`src/logic/hit_merge_params.svh`:
```
// Constants for the eight-channel hit merge arbiter
`ifndef HIT_MERGE_PARAMS_SVH
`define HIT_MERGE_PARAMS_SVH

// ==========================================================
// Geometry
`define NUM_CHANNELS      8
`define CHAN_IDX_W        3
`define QUEUE_DEPTH       4
`define QUEUE_PTR_W       2
`define QUEUE_CNT_W       3
`define PAIR_DEPTH        2
`define TIME_W            16
`define WIDTH_W           8

// ==========================================================
// Timing
`define CLK_PERIOD_PS     20000
`define DEAD_TIME_PS      10000
`define DEAD_CYCLES       ((`DEAD_TIME_PS + `CLK_PERIOD_PS - 1) / `CLK_PERIOD_PS)
`define SERVICE_INTERVAL  4
`define DEAD_CODE_SHORT   2'h1

`endif

```
`src/logic/hit_merge_pkg.sv`:
```
// Types shared by the hit merge arbiter and its channel queues
package hit_merge_pkg;

  // ==========================================================
  // Measurement word carried to the level-1 buffer
  typedef struct packed {
    logic [2:0]  channel;
    logic        paired;
    logic        trailing;
    logic [15:0] stamp;
    logic [7:0]  width;
  } meas_type;

  // ==========================================================
  // Hit capture per channel
  typedef struct packed {
    logic        lead;
    logic        trail;
  } edge_type;

  // ==========================================================
  // Configuration bundle
  typedef struct packed {
    logic        enable_pair;
    logic [1:0]  dead_code;
  } cfg_type;

  // ==========================================================
  // Arbiter states, Gray along idle -> load -> serve
  typedef enum logic [1:0] {
    ARB_IDLE  = 2'b00,
    ARB_LOAD  = 2'b01,
    ARB_SERVE = 2'b11
  } arb_state_type;

endpackage : hit_merge_pkg

```
`src/logic/hit_channel_queue.sv`:
```
// One hit channel: dead time, edge pairing and four-entry derandomizer
`timescale 1ns/1ps
`default_nettype none
`include "hit_merge_params.svh"

module hit_channel_queue (
  // Clock and reset
  input  wire logic                     sys_clk,
  input  wire logic                     rstn,
  // Configuration and time base
  input  wire hit_merge_pkg::cfg_type   cfg,
  input  wire logic [`TIME_W-1:0]       coarse_time,
  input  wire logic [`CHAN_IDX_W-1:0]   chan_id,
  // Front-end edges
  input  wire hit_merge_pkg::edge_type  hit,
  // Arbiter side
  output logic                          req,
  input  wire logic                     pop,
  output hit_merge_pkg::meas_type       head
);
  import hit_merge_pkg::*;

  // ==========================================================
  // Dead time
  logic [1:0]              dead_cnt_ff;
  logic [1:0]              nxt_dead_cnt;
  wire                     dead_on    = (cfg.dead_code == `DEAD_CODE_SHORT);
  wire                     blind      = (dead_cnt_ff != 2'h0);
  wire                     lead_in    = hit.lead & ~blind;
  wire                     trail_in   = hit.trail;
  assign nxt_dead_cnt = (lead_in && dead_on) ? 2'(`DEAD_CYCLES) :
                        (blind ? dead_cnt_ff - 2'h1 : 2'h0);

  // ==========================================================
  // Pairing: hold leading stamp until trailing edge
  logic                    lead_held_ff;
  logic [`TIME_W-1:0]      lead_stamp_ff;
  wire [`TIME_W-1:0]       pulse_len  = coarse_time - lead_stamp_ff;
  wire [`WIDTH_W-1:0]      width_sat  = (pulse_len > `TIME_W'(8'hff)) ? 8'hff : pulse_len[`WIDTH_W-1:0];

  // ==========================================================
  // Derandomizer
  meas_type                mem [`QUEUE_DEPTH];
  logic [`QUEUE_PTR_W-1:0] wr_ptr_ff;
  logic [`QUEUE_PTR_W-1:0] rd_ptr_ff;
  logic [`QUEUE_CNT_W-1:0] cnt_ff;
  meas_type                new_meas;
  logic                    want_push;

  // Paired words take two slots each, so capacity halves
  wire [`QUEUE_CNT_W-1:0]  limit = cfg.enable_pair ? `QUEUE_CNT_W'(2 * `PAIR_DEPTH)
                                                   : `QUEUE_CNT_W'(`QUEUE_DEPTH);
  wire [`QUEUE_CNT_W-1:0]  cost  = cfg.enable_pair ? `QUEUE_CNT_W'(2) : `QUEUE_CNT_W'(1);
  wire                     fits  = (cnt_ff + cost) <= limit;
  wire                     push  = want_push & fits;
  wire [`QUEUE_CNT_W-1:0]  freed = pop ? (head.paired ? `QUEUE_CNT_W'(2) : `QUEUE_CNT_W'(1)) : '0;

  always_comb begin
    new_meas          = '0;
    new_meas.channel  = chan_id;
    new_meas.stamp    = coarse_time;
    want_push         = 1'b0;
    if (cfg.enable_pair) begin
      want_push        = trail_in & lead_held_ff;
      new_meas.paired  = 1'b1;
      new_meas.stamp   = lead_stamp_ff;
      new_meas.width   = width_sat;
    end else if (lead_in) begin
      want_push        = 1'b1;
    end else if (trail_in) begin
      want_push         = 1'b1;
      new_meas.trailing = 1'b1;
    end
  end

  assign req  = (cnt_ff != '0);
  assign head = mem[rd_ptr_ff];

  always_ff @(posedge sys_clk or negedge rstn) begin
    if (!rstn) begin
      dead_cnt_ff   <= 2'h0;
      lead_held_ff  <= 1'b0;
      lead_stamp_ff <= '0;
      wr_ptr_ff     <= '0;
      rd_ptr_ff     <= '0;
      cnt_ff        <= '0;
    end else begin
      dead_cnt_ff <= nxt_dead_cnt;
      if (cfg.enable_pair && lead_in) begin
        lead_held_ff  <= 1'b1;
        lead_stamp_ff <= coarse_time;
      end else if (trail_in) begin
        lead_held_ff  <= 1'b0;
      end
      if (push) begin
        mem[wr_ptr_ff] <= new_meas;
        wr_ptr_ff      <= wr_ptr_ff + `QUEUE_PTR_W'(1);
      end
      if (pop) begin
        rd_ptr_ff <= rd_ptr_ff + `QUEUE_PTR_W'(1);
      end
      cnt_ff <= cnt_ff + (push ? cost : '0) - freed;
    end
  end

endmodule : hit_channel_queue
`default_nettype wire

```
`src/logic/channel_hit_merge_arbiter.sv`:
```
// Eight-channel hit merge arbiter feeding one level-1 buffer write port
`timescale 1ns/1ps
`default_nettype none
`include "hit_merge_params.svh"

module channel_hit_merge_arbiter (
  // Clock and reset
  input  wire logic                                    sys_clk,
  input  wire logic                                    rstn,
  // Configuration
  input  wire hit_merge_pkg::cfg_type                  cfg,
  // Front-end hit edges, one per channel
  input  wire hit_merge_pkg::edge_type [`NUM_CHANNELS-1:0] hit,
  // Level-1 buffer write port
  output logic                                         l1_wr_en,
  output hit_merge_pkg::meas_type                      l1_wr_data,
  // Status
  output logic [`NUM_CHANNELS-1:0]                     pending
);
  import hit_merge_pkg::*;

  // ==========================================================
  // Time base
  logic [`TIME_W-1:0]            coarse_ff;

  // ==========================================================
  // Channel queues
  logic [`NUM_CHANNELS-1:0]      chan_req;
  logic [`NUM_CHANNELS-1:0]      chan_pop;
  meas_type                      chan_head [`NUM_CHANNELS];

  genvar g;
  generate
    for (g = 0; g < `NUM_CHANNELS; g++) begin : gen_chan
      hit_channel_queue u_queue (
        .sys_clk     (sys_clk),
        .rstn        (rstn),
        .cfg         (cfg),
        .coarse_time (coarse_ff),
        .chan_id     (`CHAN_IDX_W'(g)),
        .hit         (hit[g]),
        .req         (chan_req[g]),
        .pop         (chan_pop[g]),
        .head        (chan_head[g])
      );
    end
  endgenerate

  // ==========================================================
  // Synchronisation delay: the arbiter sees requests one clock late,
  // which is why tail channels can miss the reload moment
  logic [`NUM_CHANNELS-1:0]      req_seen_ff;
  logic [`NUM_CHANNELS-1:0]      pop_last_ff;

  // ==========================================================
  // Per-channel service pacing
  logic [1:0]                    pace_ff [`NUM_CHANNELS];
  logic [`NUM_CHANNELS-1:0]      pace_ok;

  generate
    for (g = 0; g < `NUM_CHANNELS; g++) begin : gen_pace
      assign pace_ok[g] = (pace_ff[g] == 2'h0);
      always_ff @(posedge sys_clk or negedge rstn) begin
        if (!rstn) begin
          pace_ff[g] <= 2'h0;
        end else if (chan_pop[g]) begin
          pace_ff[g] <= 2'(`SERVICE_INTERVAL - 1);
        end else if (pace_ff[g] != 2'h0) begin
          pace_ff[g] <= pace_ff[g] - 2'h1;
        end
      end
    end
  endgenerate

  // ==========================================================
  // Request queue and fixed-priority pick
  arb_state_type                 state_ff;
  arb_state_type                 nxt_state;
  logic [`NUM_CHANNELS-1:0]      rq_ff;
  logic [`NUM_CHANNELS-1:0]      nxt_rq;

  // A just-popped channel's request is stale for one clock, so the
  // reload must not count on it
  wire  [`NUM_CHANNELS-1:0]      live_req = req_seen_ff & ~pop_last_ff;
  // Head of the round waits out its pacing instead of being skipped,
  // so grants within one round never step back to a lower channel
  wire  [`NUM_CHANNELS-1:0]      eligible   = rq_ff & chan_req;
  wire  [`NUM_CHANNELS-1:0]      round_head = eligible & (~eligible + `NUM_CHANNELS'(1));
  wire  [`NUM_CHANNELS-1:0]      pick       = round_head & pace_ok;
  wire                           any_pick = (pick != '0);
  wire                           rq_empty = (rq_ff == '0);

  logic [`CHAN_IDX_W-1:0]        pick_idx;
  always_comb begin
    pick_idx = '0;
    for (int i = `NUM_CHANNELS - 1; i >= 0; i--) begin
      if (pick[i]) begin
        pick_idx = `CHAN_IDX_W'(i);
      end
    end
  end

  // One grant per clock, one entry per grant
  assign chan_pop = (state_ff == ARB_SERVE) ? pick : '0;

  always_comb begin
    nxt_state = state_ff;
    nxt_rq    = rq_ff;
    case (state_ff)
      ARB_IDLE: begin
        nxt_state = ARB_LOAD;
      end
      ARB_LOAD: begin
        nxt_rq = live_req;
        if (live_req != '0) begin
          nxt_state = ARB_SERVE;
        end
      end
      ARB_SERVE: begin
        nxt_rq = rq_ff & ~pick;
        if (rq_empty || ((rq_ff & ~pick) == '0)) begin
          nxt_state = ARB_LOAD;
        end
      end
      default: begin
        nxt_state = ARB_IDLE;
        nxt_rq    = '0;
      end
    endcase
  end

  // Drop queue bits whose channel went empty, so a round never stalls
  wire  [`NUM_CHANNELS-1:0]      rq_trim = nxt_rq & (chan_req | (state_ff == ARB_LOAD ? '1 : '0));

  // ==========================================================
  // Registers
  always_ff @(posedge sys_clk or negedge rstn) begin
    if (!rstn) begin
      state_ff    <= ARB_IDLE;
      rq_ff       <= '0;
      req_seen_ff <= '0;
      pop_last_ff <= '0;
      coarse_ff   <= '0;
    end else begin
      state_ff    <= nxt_state;
      rq_ff       <= rq_trim;
      req_seen_ff <= chan_req;
      pop_last_ff <= chan_pop;
      coarse_ff   <= coarse_ff + `TIME_W'(1);
    end
  end

  // ==========================================================
  // Shared write path
  always_ff @(posedge sys_clk or negedge rstn) begin
    if (!rstn) begin
      l1_wr_en   <= 1'b0;
      l1_wr_data <= '0;
      pending    <= '0;
    end else begin
      l1_wr_en   <= (state_ff == ARB_SERVE) && any_pick;
      l1_wr_data <= chan_head[pick_idx];
      pending    <= chan_req;
    end
  end

endmodule : channel_hit_merge_arbiter
`default_nettype wire

```
`config.mk`:
```
export PLATFORM = sky130hd
export DESIGN_NAME = channel_hit_merge_arbiter
export DESIGN_NICKNAME = d
export VERILOG_FILES = /design/src/logic/hit_merge_pkg.sv /design/src/logic/hit_channel_queue.sv /design/src/logic/channel_hit_merge_arbiter.sv
export VERILOG_INCLUDE_DIRS = /design/src /design/src/logic
export SDC_FILE = /design/constraint.sdc
export NUM_CORES = 2
export LEC_CHECK = 0
export ABC_CLOCK_PERIOD_IN_PS = 10500
export BUFFER_PORTS_ARGS = -buffer_cell sky130_fd_sc_hd__buf_2
export CAP_MARGIN = 5
export CORE_ASPECT_RATIO = 1.2
export CORE_UTILIZATION = 60
export DETAILED_ROUTE_END_ITERATION = 10
export PLACE_DENSITY = 0.78
export SLEW_MARGIN = 10
export SYNTH_ARGS = -nofsm -noshare
export SYNTH_HDL_FRONTEND = slang
export SYNTH_SLANG_ARGS = --single-unit
```
`constraint.sdc`:
```
create_clock -name sys_clk -period 10.5 [get_ports sys_clk]
set_input_delay 1.05 -clock sys_clk [delete_from_list [all_inputs] [get_ports sys_clk]]
set_output_delay 1.05 -clock sys_clk [all_outputs]
set_load 0.005 [all_outputs]
```
# Word-level counts from Yosys, hierarchy flattened

Memory sizes are Yosys's and may differ from the RTL's.
Index checks and enable logic that the tools add are counted.

Output and inout port bits: 38
Flip-flop bits (word level): 296
Memories kept: 8
RAM bits: 832

Memory list:

| name                    | words | width | read ports | clocked after Yosys merged registers in | wr ports | RTL line                | text |
|---|---|---|---|---|---|---|---|
| gen_chan[0].u_queue.mem | 4     | 26    | 1          | 0                                       | 1        | hit_channel_queue.sv:43 | `` meas_type mem [`QUEUE_DEPTH]; `` |
| gen_chan[1].u_queue.mem | 4     | 26    | 1          | 0                                       | 1        | hit_channel_queue.sv:43 |  |
| gen_chan[2].u_queue.mem | 4     | 26    | 1          | 0                                       | 1        | hit_channel_queue.sv:43 |  |
| gen_chan[3].u_queue.mem | 4     | 26    | 1          | 0                                       | 1        | hit_channel_queue.sv:43 |  |
| gen_chan[4].u_queue.mem | 4     | 26    | 1          | 0                                       | 1        | hit_channel_queue.sv:43 |  |
| gen_chan[5].u_queue.mem | 4     | 26    | 1          | 0                                       | 1        | hit_channel_queue.sv:43 |  |
| 2 more memories         | n/a   | n/a   | n/a        | n/a                                     | n/a      | n/a                     |  |

Multiplexer cells: 163
Add/subtract/negate cells: 66
Bitwise gates (word level): 43
Reductions and logical operators: 80
Equality and inequality tests: 5
Order comparisons: 17

Operators by type and width:

| cell                                                                             | count |
|---|---|
| 24-bit two-way mux                                                               | 8 |
| 16-bit by 8-bit greater-than comparator with 1-bit output, second input constant | 8 |
| 16-bit subtractor                                                                | 8 |
| 2-bit two-way mux                                                                | 45 |
| 29-bit binary-select mux with 3-bit select                                       | 1 |
| 8-bit two-way mux                                                                | 10 |
| 1-bit two-way mux                                                                | 73 |
| 3-bit two-way mux                                                                | 22 |
| 2-bit nonzero test                                                               | 32 |
| 29-bit two-way mux                                                               | 2 |
| 8-bit bitwise AND                                                                | 6 |
| 3-bit adder                                                                      | 14 |
| 2-bit by 1-bit adder with 2-bit output, second input constant                    | 16 |
| 2-bit by 1-bit subtractor with 2-bit output, second input constant               | 16 |
| 1-bit logical AND                                                                | 25 |
| 1-bit bitwise AND                                                                | 24 |
| 3-bit <= comparator, second input constant                                       | 8 |
| 8-bit inverter                                                                   | 3 |
| 8-bit one-hot mux with 3 select lines                                            | 1 |
| 3-bit nonzero test                                                               | 8 |
| 3-bit subtractor                                                                 | 8 |
| 2-bit zero test                                                                  | 9 |
| 16-bit by 1-bit adder with 16-bit output, second input constant                  | 1 |
| 8-bit zero test                                                                  | 2 |
| other kinds (13)                                                                 | 24 |

# Logic depth before layout (Yosys ltp)

Depth in word-level cells: 18
Depth in mapped cells: 16
Gate-level depth less buffers: 13

# By module

A second synthesis with hierarchy kept.

Cells, all modules: 3859
Area, all modules: 57483.9 um2

Modules (own cells, without submodules):

| module                                      | area each (um2) | times used | cells an instance | sequential area each (um2) |
|---|---|---|---|---|
| hit_channel_queue (gen_chan[2].u_queue ...) | 6565.0          | 2          | 414               | 4134.0 |
| hit_channel_queue (gen_chan[0].u_queue ...) | 6480.0          | 2          | 415               | 4134.0 |
| hit_channel_queue (gen_chan[6].u_queue)     | 6556.3          | 1          | 430               | 4134.0 |
| hit_channel_queue (gen_chan[5].u_queue)     | 6527.5          | 1          | 420               | 4134.0 |
| hit_channel_queue (gen_chan[7].u_queue)     | 6473.7          | 1          | 412               | 4134.0 |
| hit_channel_queue (gen_chan[1].u_queue)     | 6465.0          | 1          | 417               | 4134.0 |
| channel_hit_merge_arbiter                   | 5371.4          | 1          | 522               | 2202.1 |

# Worst setup path after synthesis

OpenSTA, ideal clock, no wires.

Path type: in2reg
From: input cfg[2] (netlist name)
To: register gen_chan[1].u_queue.cnt_ff[2]
Path buffers: 3
Arrival time: 5.290 ns
Setup time: 0.124 ns
Cell stages on the path: 15
Setup slack: 5.086 ns
Path through: inv_1 -> clkbuf_1 -> buf_1 -> clkbuf_1 -> ha_1 -> inv_1 -> fa_1 -> xor2_1 -> a21oi_1 -> a211oi_1 -> nand2_1 -> fa_1 -> fa_1 -> xor2_1 -> xnor2_1

Longest elaborated chain between the ends: 7

RTL lines:

| what                 | RTL line                        | text |
|---|---|---|
| from (decl)          | channel_hit_merge_arbiter.sv:11 | `input wire hit_merge_pkg::cfg_type cfg,` |
| 2-bit two-way mux    | hit_channel_queue.sv:53         | `` wire [`QUEUE_CNT_W-1:0] cost = cfg.enable_pair ? `QUEUE_CNT_W'(2) : `QUEUE_CNT_W'(1); `` |
| 3-bit adder          | hit_channel_queue.sv:54         | `wire fits = (cnt_ff + cost) <= limit;` |
| 3-bit <= comparator  | hit_channel_queue.sv:54         |  |
| 1-bit bitwise AND    | hit_channel_queue.sv:55         | `wire push = want_push & fits;` |
| 3-bit two-way mux *  | hit_channel_queue.sv:102        | `cnt_ff <= cnt_ff + (push ? cost : '0) - freed;` |
| 3-bit adder *        | hit_channel_queue.sv:102        |  |
| 3-bit subtractor *   | hit_channel_queue.sv:102        |  |
| to (signal assigned) | hit_channel_queue.sv:102        |  |
| to (decl)            | hit_channel_queue.sv:46         | `` logic [`QUEUE_CNT_W-1:0] cnt_ff; `` |

Mark *: on every way between the ends. The rest lies on a longest branch, timed or not.
A chain may end at the register's enable or synchronous reset.

==> flow_metrics.py <==
metrics = {
    "layout": {
        "nNetsFinal": 4078,
        "drive_above_1_share": 0.1526,
        "final_area_sq_mm": 0.05765,
        "area_growth_pct": 10.71,
    },
    "grt": {
        "grt_overflow": 0,
        "grt_pass1_vias": 32314,
        "grt_max_degree": 70,
        "grt_util_all_layers": 0.3299,
        "grt_pass1_wl_microns": 210000,
        "antenna_found_initial": 19,
    },
    "floorplanning": {
        "fp.dieW_microns": 270.9,
        "initial_utilization": 0.6049,
        "coreArea_sq_mm": 0.08608,
        "dieArea_sq_mm": 0.08797,
        "rows": 118,
        "die_y_microns": 324.7,
        "pin_count": 59,
    },
    "clock_tree": {
        "cts_tree": "done",
        "cts_max_path_buffers": 3,
        "post_cts_buffers": 0,
        "clock-sinks": 1128,
        "cts-root-buf": "clkbuf_16",
        "clk_pin_slew_worst_paths_ns": 0.06,
        "ctsHoldBuffers": 0,
        "cts_resized": 0,
        "clk_latency_ns": 0.70,
        "h-tree-depth": 3,
        "numCtsBuffers": 105,
    },
    "critical_path": {
        "cp_data_required_time_ns": 10.85,
        "cp_max_fo": 15,
        "critical_path_class": "flip-flop to flip-flop",
        "cp.arrival_ns": 4.90,
        "cp-end-kind": "flip-flop",
        "start_kind": "flip-flop",
    },
    "sta": {
        "tightestPinTransition_ns": 1.094,
        "worst_slack_ns": 5.955,
        "whs_ns": 0.3128,
        "maxSlewHeadroom": 0.2646,
        "setup-violations-final": 0,
        "slew_viol_final": 0,
        "fin_setup_tns_ns": 0,
        "fin_crit_ns": 4.545,
        "hold_violations": 0,
        "fin_worst_skew_ns": 0.03858,
        "rsz0062_at_grt": "no",
        "fmax_ghz": 0.2200,
        "min_period_over_period": 0.4328,
    },
    "logic_synthesis": {
        "yosysWarnings": 0,
        "synth_cell_types": 78,
        "ys_seq_area_frac": 0.6221,
        "syn_nets": 3986,
        "synthCells": 3748,
        "syn_area_sq_mm": 0.05207,
        "ys_ff_latch": 1128,
        "async_flop_share": 0.2624,
        "synth_edf_count": 832,
        "ys.flop_type": "edfxtp_1",
        "synth.avg_cell_area_sq_um": 13.89,
    },
    "routing": {
        "route.met3.wl_microns": 14670,
        "drc": 2,
        "post_drt_via_cell_ratio": 6.493,
        "top_layer_used": "met5",
        "routed-wl-met2_microns": 67330,
        "wirelength_microns": 143500,
        "drt_iter0_drc": 4237,
        "wl_per_cell_microns": 28.26,
        "met1_length_microns": 51590,
        "final_antenna_net_count": 0,
        "vias": 32964,
        "first_pass_iters": 11,
    },
    "min_path": {
        "hold_path_class": "primary input to async pin",
    },
    "pwr": {
        "leakage_nw": 21.74,
        "p_total_mw": 14.00,
        "ir_worst_vdd_mv": 0.1632,
        "powerDensity_mw_per_mm2": 242.8,
    },
    "placed_design": {
        "dp_hpwl_microns": 95550,
        "routabilityCongestion": 0.9970,
        "dp_slack_ns": 5.302,
        "placed_area_sq_mm": 0.05376,
        "io_buffers": 58,
    },
    "run": {
        "drv_cap": 0,
    },
    "run_status": {
        "outcome": "complete, but fails checks",
        "violations": "design-rule violations",
    },
}
==> sequential cells by signal, summed over array words and instances, names as in the netlist, 24 cells and up <==
| register | count |
|---|---|
| gen_chan.u_queue.mem | 832 |
| gen_chan.u_queue.cnt_ff | 24 |
| gen_chan.u_queue.lead_stamp_ff | 128 |
| l1_wr_data | 29 |
==> routing by layer <==
layer,GRT usage,vias to the layer above
li1,-,14136
met1,0.4350,16440
met2,0.5139,1990
met3,0.05928,394
met4,0.2028,4
met5,0,-
==> cells by family (layout without fill, tap and decap cells) <==
logic type / Yosys count / after routing / share of synthesized area
other: 0 / 6 / 0
AOI/OAI and AO/OA: 691 / 691 / 0.08259
adders and majority gates: 217 / 217 / 0.05676
and+or+nand+nor: 890 / 890 / 0.08028
buffers and inverters: 413 / 596 / 0.03230
xor gates and xnor gates: 134 / 134 / 0.02254
muxes: 275 / 275 / 0.1035
DFF: 1128 / 1128 / 0.6221
==> layout make-up <==
| class | instances | area, sq um |
|---|---|---|
| inverter | 251 | 949.7 |
| timing repair buffer | 147 | 970.9 |
| clock inverter | 70 | 1003 |
| sequential | 1128 | 32400 |
| tap | 1140 | 1426 |
| antenna | 6 | 15.01 |
| multi-input combinational | 2207 | 18020 |
| clock buffer | 128 | 2859 |
| fill | 5805 | 28430 |
==> synthesized netlist by cell type, drive strengths merged (13+ instances only) <==
cell type / instances / area share
and2: 59 / 0.0071
or3: 13 / 0.0017
nor2b: 28 / 0.0034
xor2: 39 / 0.0066
or2: 20 / 0.0024
mux4: 208 / 0.090
buf: 41 / 0.0054
a32oi: 27 / 0.0045
and3: 44 / 0.0053
mux2: 26 / 0.0056
a21o: 20 / 0.0029
o211ai: 15 / 0.0022
fa: 32 / 0.012
a21oi: 108 / 0.010
o31a: 25 / 0.0042
mux2i: 41 / 0.0079
dfrtp: 296 / 0.14
inv: 250 / 0.018
edfxtp: 832 / 0.48
nand2b: 25 / 0.0030
nor2: 122 / 0.0088
xnor2: 95 / 0.016
ha: 185 / 0.044
nand3: 78 / 0.0075
nand4: 20 / 0.0024
nor3: 27 / 0.0027
o21a: 74 / 0.011
clkbuf: 121 / 0.0087
nand2: 413 / 0.030
o21ai: 305 / 0.029
a31oi: 14 / 0.0017
==> per-stage QoR <==
stage	instances	utilization
6_report	5077	0.6697
3_5_place_dp	4873	0.6246
3_3_place_gp	4873	0.6246
4_1_cts	5071	0.6695
2_1_floorplan	3748	-
5_1_grt	5071	0.6696
==> cells in the final DEF, fill, tap and decap left out, types with 15 or more instances in the layout <==
cell       count
a21o_1        20
a21oi_1      108
a32oi_1       27
and2_1        50
and3_1        44
buf_2         56
buf_4         90
bufinv_16     24
clkbuf_16    109
clkinv_2      16
dfrtp_1      288
edfxtp_1     832
fa_1          32
ha_1         185
inv_1        249
mux2_2        26
mux2i_1       41
mux4_2       208
nand2_1      413
nand2b_1      25
nand3_1       78
nand4_1       20
nor2_1       122
nor2b_1       27
nor3_1        26
o211ai_1      15
o21a_1        74
o21ai_0      300
o31a_1        25
or2_2         20
xnor2_1       95
xor2_1        39
==> power breakdown <==
group	switching [mW]	internal [mW]
clock	1.69	2.53
combinational	2.33	1.59
sequential	0.439	5.41
==> critical path, stage by stage (launching register included) <==
cell	delay [ns]
dfrtp_1	0.36
buf_4	0.24
inv_1	0.28
buf_4	0.31
ha_1	0.25
fa_1	0.24
nor2b_1	0.08
o2111ai_1	0.38
a21oi_1	0.13
nor3_1	0.32
mux2i_1	0.24
o2111ai_1	0.17
nor4_2	0.85
a21oi_1	0.32
==> final timing paths <==
check,from,end,slack (ns),cells past startpoint
hold / removal,rstn,pace_ff[12],0.31,1
max in group asynchronous,rstn,gen_chan[7].u_queue.lead_stamp_ff[7],7.60,4
setup / recovery,coarse_ff[0],gen_chan[0].u_queue.mem[0][7],5.96,13
setup reg to reg,coarse_ff[0],gen_chan[0].u_queue.mem[0][7],5.96,13
hold reg to reg,gen_chan[3].u_queue.dead_cnt_ff[0],gen_chan[3].u_queue.dead_cnt_ff[0],0.45,1
min in group sys_clk,gen_chan[3].u_queue.dead_cnt_ff[0],gen_chan[3].u_queue.dead_cnt_ff[0],0.45,1
Note: power is estimated with default switching activity, not from simulation.
